`config.mk`:
```
export PLATFORM = sky130hd
export DESIGN_NAME = pflss_top
export DESIGN_NICKNAME = d
export VERILOG_FILES = /design/src/rtl/pflss_pkg.sv /design/src/rtl/pflss_src_mux.sv /design/src/rtl/pflss_top.sv
export SDC_FILE = /design/constraint.sdc
export NUM_CORES = 1
export LEC_CHECK = 0
export ABC_CLOCK_PERIOD_IN_PS = 5300
export BUFFER_PORTS_ARGS = -buffer_cell sky130_fd_sc_hd__buf_4
export CAP_MARGIN = 20
export CORE_ASPECT_RATIO = 1.75
export CORE_UTILIZATION = 45
export DETAILED_ROUTE_END_ITERATION = 8
export HOLD_SLACK_MARGIN = 0.03
export PLACE_DENSITY = 0.73
export SLEW_MARGIN = 20
export SYNTH_ARGS = -nofsm -noshare
export SYNTH_HDL_FRONTEND = slang
export SYNTH_HIERARCHICAL = 1
export SYNTH_SLANG_ARGS = --single-unit
```
`constraint.sdc`:
```
create_clock -name i_clk_sys -period 5.3 [get_ports i_clk_sys]
set_input_delay 0.265 -clock i_clk_sys [delete_from_list [all_inputs] [get_ports i_clk_sys]]
set_output_delay 0.265 -clock i_clk_sys [all_outputs]
set_load 0.01 [all_outputs]
```
`src/rtl/pflss_pkg.sv`:
```
// package for the fault and current-limit source select block
// assumes a single 100 MHz clock and a plain register port
// Behaviour
// - independent mode: limit overrides high side only, fault low side only
// - independent mode ignores limit data; fault data bit1 high, bit0 low
// - normal mode: active limit or fault forces both outputs to its data
// - five-bit limit selector: 00000 comparator one, 00001 comparator two
// - code 11111 reserved; middle codes map to fault lines 1..23 or reserved
package pflss_pkg;
  // register map
  localparam logic [3:0]  ADDR_FLT_CTRL   = 4'h0;
  localparam logic [3:0]  ADDR_STATUS     = 4'h1;
  localparam logic [15:0] FLT_CTRL_RESET  = 16'h0000;
  // field positions in fault_limit_control
  localparam int POS_IND_MODE  = 15;
  localparam int POS_LIM_SRC   = 10;
  localparam int POS_LIM_POL   = 9;
  localparam int POS_LIM_EN    = 8;
  localparam int POS_FLT_SRC   = 3;
  localparam int POS_FLT_POL   = 2;
  localparam int POS_FLT_MODE  = 0;
  // source selector codes
  localparam logic [4:0] SRC_CMP_FIRST = 5'h00;
  localparam logic [4:0] SRC_CMP_LAST  = 5'h03;
  localparam logic [4:0] SRC_FLT_FIRST = 5'h08;
  localparam logic [4:0] SRC_FLT_LAST  = 5'h1e;
  localparam logic [4:0] SRC_RESERVED  = 5'h1f;
  localparam int NUM_CMP = 4;
  localparam int NUM_FLT = 23;
  // fault mode field codes
  localparam logic [1:0] FMODE_LATCH  = 2'h0;
  localparam logic [1:0] FMODE_CYCLE  = 2'h1;
  localparam logic [1:0] FMODE_OFF    = 2'h3;

  typedef struct packed {
    logic       ind_mode;
    logic [4:0] lim_src;
    logic       lim_pol;
    logic       lim_en;
    logic [4:0] flt_src;
    logic       flt_pol;
    logic [1:0] flt_mode;
  } pflss_ctrl_t;

  typedef struct packed {
    logic [1:0] lim_data;
    logic [1:0] flt_data;
  } pflss_data_t;
endpackage

```
`src/rtl/pflss_src_mux.sv`:
```
// source selector: picks one comparator or fault line by a five-bit code
// assumes inputs synchronous to the clock
`timescale 1ns/1ps
module pflss_src_mux #(
  parameter int NCMP = pflss_pkg::NUM_CMP,
  parameter int NFLT = pflss_pkg::NUM_FLT
) (
  input  wire logic [4:0]      i_sel,
  input  wire logic [NCMP-1:0] i_cmp,
  input  wire logic [NFLT-1:0] i_flt,
  output logic                 o_src
);
  import pflss_pkg::*;
  // decode selector; reserved codes give zero
  always_comb begin
    o_src = 1'b0;
    if (i_sel <= SRC_CMP_LAST) begin
      o_src = i_cmp[i_sel[1:0]];
    end else if (i_sel >= SRC_FLT_FIRST && i_sel <= SRC_FLT_LAST) begin
      o_src = i_flt[i_sel - SRC_FLT_FIRST];
    end else begin
      o_src = 1'b0;
    end
  end
endmodule

```
`src/rtl/pflss_top.sv`:
```
// fault and current-limit source select and output override
// assumes register strobes and inputs synchronous to i_clk_sys
`timescale 1ns/1ps
module pflss_top #(
  parameter int NCMP = pflss_pkg::NUM_CMP,
  parameter int NFLT = pflss_pkg::NUM_FLT
) (
  input  wire logic                 i_clk_sys,
  input  wire logic                 i_rst,
  input  wire logic                 i_ce,
  input  wire logic [3:0]           i_addr,
  input  wire logic [15:0]          i_wdata,
  input  wire logic                 i_wr,
  input  wire logic                 i_rd,
  output logic      [15:0]          o_rdata,
  input  wire pflss_pkg::pflss_data_t i_data,
  input  wire logic [NCMP-1:0]      i_cmp,
  input  wire logic [NFLT-1:0]      i_flt,
  input  wire logic                 i_pwm_h,
  input  wire logic                 i_pwm_l,
  output logic                      o_high_side_output,
  output logic                      o_low_side_output,
  output logic                      o_lim_active,
  output logic                      o_flt_active
);
  import pflss_pkg::*;

  ////////////////////////////////////////////////////////////////////////
  // control register
  pflss_ctrl_t ctrl_ff;
  logic        flt_latch_ff;
  logic        lim_raw;
  logic        flt_raw;
  logic        lim_act;
  logic        flt_act;
  logic        nxt_h;
  logic        nxt_l;

  // software writes; best done with time base stopped
  always_ff @(posedge i_clk_sys) begin
    if (i_rst) begin
      ctrl_ff <= pflss_ctrl_t'(FLT_CTRL_RESET);
    end else if (i_ce && i_wr && i_addr == ADDR_FLT_CTRL) begin
      ctrl_ff <= pflss_ctrl_t'(i_wdata);
    end
  end

  // read data one cycle after strobe, zero otherwise
  always_ff @(posedge i_clk_sys) begin
    if (i_rst) begin
      o_rdata <= 16'h0000;
    end else if (i_ce) begin
      o_rdata <= 16'h0000;
      if (i_rd && i_addr == ADDR_FLT_CTRL) begin
        o_rdata <= 16'(ctrl_ff);
      end else if (i_rd && i_addr == ADDR_STATUS) begin
        o_rdata <= {12'h000, flt_latch_ff, flt_act, o_flt_active,
                    o_lim_active};
      end
    end
  end

  ////////////////////////////////////////////////////////////////////////
  // source selection
  pflss_src_mux #(.NCMP(NCMP), .NFLT(NFLT)) u_lim_mux (
    .i_sel (ctrl_ff.lim_src),
    .i_cmp (i_cmp),
    .i_flt (i_flt),
    .o_src (lim_raw)
  );
  pflss_src_mux #(.NCMP(NCMP), .NFLT(NFLT)) u_flt_mux (
    .i_sel (ctrl_ff.flt_src),
    .i_cmp (i_cmp),
    .i_flt (i_flt),
    .o_src (flt_raw)
  );

  // polarity and enable; code 11111 never asserts, codes 4..7 assert when polarity is inverted
  always_comb begin
    lim_act = ctrl_ff.lim_en && (lim_raw ^ ctrl_ff.lim_pol)
              && ctrl_ff.lim_src != SRC_RESERVED;
    flt_act = ctrl_ff.flt_mode != FMODE_OFF
              && (flt_raw ^ ctrl_ff.flt_pol)
              && ctrl_ff.flt_src != SRC_RESERVED;
  end

  // latched fault holds until the mode is rewritten to a non-latch code, whether or not the input has gone away
  always_ff @(posedge i_clk_sys) begin
    if (i_rst) begin
      flt_latch_ff <= 1'b0;
    end else if (i_ce) begin
      if (flt_act && ctrl_ff.flt_mode == FMODE_LATCH) begin
        flt_latch_ff <= 1'b1;
      end else if (ctrl_ff.flt_mode != FMODE_LATCH) begin
        flt_latch_ff <= 1'b0;
      end
    end
  end

  ////////////////////////////////////////////////////////////////////////
  // output override; fault has priority over limit
  always_comb begin
    logic f;
    f = flt_act || flt_latch_ff;
    nxt_h = i_pwm_h;
    nxt_l = i_pwm_l;
    if (ctrl_ff.ind_mode) begin
      if (lim_act) nxt_h = i_data.flt_data[1];
      if (f)       nxt_l = i_data.flt_data[0];
    end else if (f) begin
      nxt_h = i_data.flt_data[1];
      nxt_l = i_data.flt_data[0];
    end else if (lim_act) begin
      nxt_h = i_data.lim_data[1];
      nxt_l = i_data.lim_data[0];
    end
  end

  // registered outputs
  always_ff @(posedge i_clk_sys) begin
    if (i_rst) begin
      o_high_side_output <= 1'b0;
      o_low_side_output  <= 1'b0;
      o_lim_active       <= 1'b0;
      o_flt_active       <= 1'b0;
    end else if (i_ce) begin
      o_high_side_output <= nxt_h;
      o_low_side_output  <= nxt_l;
      o_lim_active       <= lim_act;
      o_flt_active       <= flt_act || flt_latch_ff;
    end
  end
endmodule
```
== Word level (Yosys, flattened, before mapping) ==
Cells that the tools add are included.
Cells by class
  add/subtract/negate cells: 2
  order comparisons: 10
  equality and inequality tests: 4
  muxes and demuxes: 24
  bitwise gates (word level): 2
  reductions and logical operators: 17
Operator list (count)
  $mux W1: 18
  $mux W16: 1
  $lt A5 B6 Y1 const B: 2
  $logic_and A1 B1 Y1: 11
  $bmux W1 S5: 2
  $ge A5 B4 Y1 const B: 2
  $le A5 B2 Y1 const B: 2
  $le A5 B5 Y1 const B: 2
  $ne A5 B5 Y1 const B: 2
  $sub A5 B4 Y5 const B: 2
  $lt A2 B3 Y1 const B: 2
  $bmux W1 S2: 2
  $eq A4 B1 Y1 const B: 1
  $logic_not A4 Y1: 1
  $mux W4: 1
  $reduce_bool A2 Y1: 2
  $logic_not A2 Y1: 1
  $ne A2 B2 Y1 const B: 1
  $reduce_and A2 Y1: 1
  $xor A1 B1 Y1: 2
  $logic_or A1 B1 Y1: 1
Storage, ports and cells
  flip-flop bits (word level): 37
  bits of input ports: 58
  output and inout port bits: 20
  logic and storage cells: 72

== Longest topological paths before layout ==
  depth in word-level cells: 11
  depth in mapped cells: 11
  depth with buffers taken out: 11

== Modules after synthesis ==
The synthesis kept the hierarchy.
By module, submodules not included
  pflss_top: times used 1, cells an instance 170, area each 1534.0 um^2, seq. area each 740.7 um^2
  pflss_src_mux: times used 2, cells an instance 36, area each 376.6 um^2, seq. area each 0.0 um^2

== Worst setup path before layout ==
OpenSTA, ideal clock, no wires.
  path type: register to register
  from: register ctrl_ff[10] (netlist name)
  to: register o_low_side_output
  arrival time: 2842 ps
  data required time: 5188 ps
  slack: 2346 ps
  cell stages (with the launch flop): 11
  buffers on the path: 1
  cells stage by stage: dfxtp_1 buf_6 mux4_1 mux2_2 nor2_1 a2111oi_0 mux2_4 xnor2_1 a2111o_1 o21a_1 a2111oi_1
On the way
  word-level cells in the longest chain between the ends: 11
Ends and longest elaborated chain
  start, declared: RTL line pflss_top.sv:30  | pflss_ctrl_t ctrl_ff;
  start signal, assigned: RTL line pflss_top.sv:42  | ctrl_ff <= pflss_ctrl_t'(FLT_CTRL_RESET);
  start signal, assigned: RTL line pflss_top.sv:44  | ctrl_ff <= pflss_ctrl_t'(i_wdata);
  $sub A5 B4 Y5: RTL line pflss_src_mux.sv:20  | o_src = i_flt[i_sel - SRC_FLT_FIRST];
  $bmux W1 S5: RTL line pflss_src_mux.sv:20
  $mux W1 (not written as such): RTL line pflss_src_mux.sv:20
  $mux W1: RTL line pflss_src_mux.sv:19  | end else if (i_sel >= SRC_FLT_FIRST && i_sel <= SRC_FLT_LAST) begin
  $mux W1 *: RTL line pflss_src_mux.sv:17  | if (i_sel <= SRC_CMP_LAST) begin
  via lim_raw: RTL line pflss_top.sv:32  | logic lim_raw;
  $xor A1 B1 Y1 *: RTL line pflss_top.sv:80  | lim_act = ctrl_ff.lim_en && (lim_raw ^ ctrl_ff.lim_pol)
  $logic_and A1 B1 Y1 *: RTL line pflss_top.sv:80
  $logic_and A1 B1 Y1 *: RTL line pflss_top.sv:81  | && ctrl_ff.lim_src != SRC_RESERVED;
  $mux W1 *: RTL line pflss_top.sv:113  | end else if (lim_act) begin
  $mux W1 *: RTL line pflss_top.sv:110  | end else if (f) begin
  $mux W1 *: RTL line pflss_top.sv:107  | if (ctrl_ff.ind_mode) begin
  end signal, assigned: RTL line pflss_top.sv:128  | o_low_side_output <= nxt_l;
  end, declared: RTL line pflss_top.sv:22  | output logic o_low_side_output,
Mark *: on every way through the listed nets, which the timed path passes. The rest lies on a longest branch. The select of a mux whose other input is x is not followed.
A chain may end at the register's enable or synchronous reset.

== Final worst setup path ==
Ends and elaborated chain as after synthesis.

==> impl_metrics.yaml <==
clock_network:
  cts_resized: 0
  cts_setup_buffers: 0
  clock-sinks: 37
  clkSlewWorstSetupHoldPaths_ns: 0.07
  cts_made_buffers: 5
  clk_latency_ns: 0.29
  cts_tree: "built"
  htree_levels: 2
  cts_hold_buf: 0
  cts_root_buf: "clkbuf_8"
  clk_path_buf_depth: 2
floorplan:
  num_rows: 34
  initial_core_util: 0.463
  die_area_mm2: 0.00538
  die_h_um: 96.3
  core-area_mm2: 0.00493
  num_io_pins: 78
  die_w_um: 55.9
drt:
  wl_per_cell_um: 16.2
  vias_per_cell: 5.76
  route.detailed.drc: 0
  drt_wl_total_mm: 5.91
  first_pass_iters: 4
  drtIter0Drc: 58
  ant_nets: 0
  num_vias: 2102
power_and_ir_drop:
  pwr-share-comb: 0.141
  vdd_drop_max_v: 0.000195
  power.switching_uw: 135
  internal_power_uw: 433
  seqPwrFrac: 0.504
  p_clk_frac: 0.355
  swShare: 0.238
  p_leak_uw: 0.00128
  p_total_uw: 568
  powerDensity_mw_per_mm2: 193
grt:
  grt_max_degree: 38
  antenna_found_initial: 0
  grt_pass1_wl_mm: 9.41
  grt_pass1_vias: 1938
  overflow: 0
  grt_usage: 0.226
placement:
  gp_congestion: 0.945
  port_buffers: 77
  pre_cts_ws_ns: 1.97
  hpwl_mm: 4.30
synthesis:
  synth.top_cell.area_share: 0.324
  ys_warn_count: 6
  synth_edf_count: 0
  synthCells: 242
  ys.flop_type: "dfxtp_1"
  synth_top_area_cell: "dfxtp_1"
  synth_seq_cells: 37
  netlist_area_mm2: 0.00229
  seq_area_frac_synth: 0.324
  async_flop_share: 0
  synth.avg_cell_area_um2: 9.45
  synth_area_leaders: "dfxtp_1 (32%), mux4_1 (14%), mux2i_1 (7.9%)"
  syn-num-nets: 308
  synth_cell_type_count: 43
critical_path:
  cp-end-kind: "register"
  critical_path_required_ns: 5.48
  path_class: "reg -> reg"
  arrival_ns: 3.49
  crit_path_start_kind: "register"
  path_max_fanout: 18
sta:
  fin_skew_ns: 0.00468
  finalSetupTns_ns: 0
  finalWorstPathRequiredPeriod_ns: 3.31
  fin_crit_sh: 0.624
  slew_viol_final: 0
  finalHoldViolCount: 0
  timing.final.ws_setup_ns: 1.99
  fmax_ghz: 0.302
  setup_violations: 0
  tightestPinTransition_ns: 0.665
  max-slew-margin-rel: 0.556
  rsz0062_at_grt: "false"
  hold_ws_ns: 0.199
finish:
  nets: 377
  nFillCells: 438
  syn_to_final_growth_pct: 28.6
  fin_util: 0.596
  layout-drive-gt1-share: 0.302
  diodes: 0
job:
  max-cap-violations: 0
min_path:
  hp-class: "in -> reg"
status:
  status: "completed"
[per-stage QoR]
| step | std cells | instance area [µm²] |
|---|---|---|
| final | 365 | 2940 |
| after global routing | 365 | 2940 |
| after CTS | 365 | 2940 |
| after detailed placement | 358 | 2860 |
| after global placement | 358 | 2860 |
| after floorplan | 242 | 2290 |
[cell families (layout without fill, tap and decap cells)]
kind of cell | count (synthesis) | count (layout) | synth area share
mux | 37 | 37 | 0.254
xor+xnor | 2 | 2 | 0.00766
simple gates | 78 | 78 | 0.156
flops | 37 | 37 | 0.324
buf+inv | 27 | 96 | 0.0536
compound gates | 53 | 53 | 0.161
fa+ha+maj | 8 | 8 | 0.0438
[sequential cells by signal (all words and copies together), names as in the netlist]
| name | count |
|---|---|
| flt_latch_ff | 1 |
| o_low_side_output | 1 |
| o_high_side_output | 1 |
| o_flt_active | 1 |
| o_lim_active | 1 |
| ctrl_ff | 16 |
| o_rdata | 16 |
[worst max-delay path: stages, from the launching register on]
cell and delay [ns]:
dfxtp_1 0.74, mux4_1 0.63, mux2_2 0.28, nor2_1 0.08, a2111oi_0 0.06, mux2_4 0.28, xnor2_1 0.18, a2111o_1 0.42
o21a_1 0.17, a2111oi_1 0.35
[Yosys cell counts (all sizes together) (4+ instances only)]
library cell,n
inv,10
a2111oi,8
dfxtp,37
and2,4
o22ai,4
nand2,30
ha,8
mux2i,18
a21oi,16
buf,7
mux4,12
nor2,28
a22oi,5
clkbuf,8
mux2,7
a31oi,4
[final timing paths]
| check | start | to | slack, ns | cells past startpoint |
|---|---|---|---|---|
| hold / removal | i_wdata[5] | ctrl_ff[5] | 0.20 | 3 |
| setup reg to reg | ctrl_ff[10] | o_low_side_output | 1.99 | 9 |
| setup / recovery | ctrl_ff[10] | o_low_side_output | 1.99 | 9 |
| hold reg to reg | o_rdata[14] | o_rdata[14] | 0.47 | 2 |
[per-layer routing]
layer  wire [µm]  vias up  track usage
met4         140        0        0.108
met3         267        9       0.0255
met5           0        -            0
li1            -     1034            -
met2        3040       67        0.406
met1        2460      992        0.269
[cells in the final DEF, fill, tap and decap left out, types with 3 or more instances in the layout]
cell	n
a2111oi_0	7
mux4_1	12
a22oi_1	5
ha_1	8
clkbuf_8	6
buf_4	77
a211oi_1	3
and2_1	4
o22ai_1	4
a31oi_1	4
a21oi_1	16
nor2_1	28
mux2_2	5
inv_1	10
o21ai_0	3
nor3_1	3
nand2_1	30
mux2i_1	18
dfxtp_1	37
[final cells by class]
type | count | area, µm² | area share
clock buffers | 7 | 86.3 | 0.0293
inverters | 12 | 45.0 | 0.0153
multi-input cells | 178 | 1420 | 0.484
flip-flops and latches | 37 | 741 | 0.252
well taps | 54 | 67.6 | 0.0230
repair buffers | 77 | 578 | 0.197
[power by group through the flow]
stage	logic, µW	clock network [µW]	registers [µW]
6_report	80.1	201	286
3_3_place_gp	79.4	0	293
5_1_grt	86.4	220	287
2_1_floorplan	34.6	0	292
3_5_place_dp	79.8	0	292
4_1_cts	80.3	205	286
Note: power is estimated with default switching activity, not from simulation.
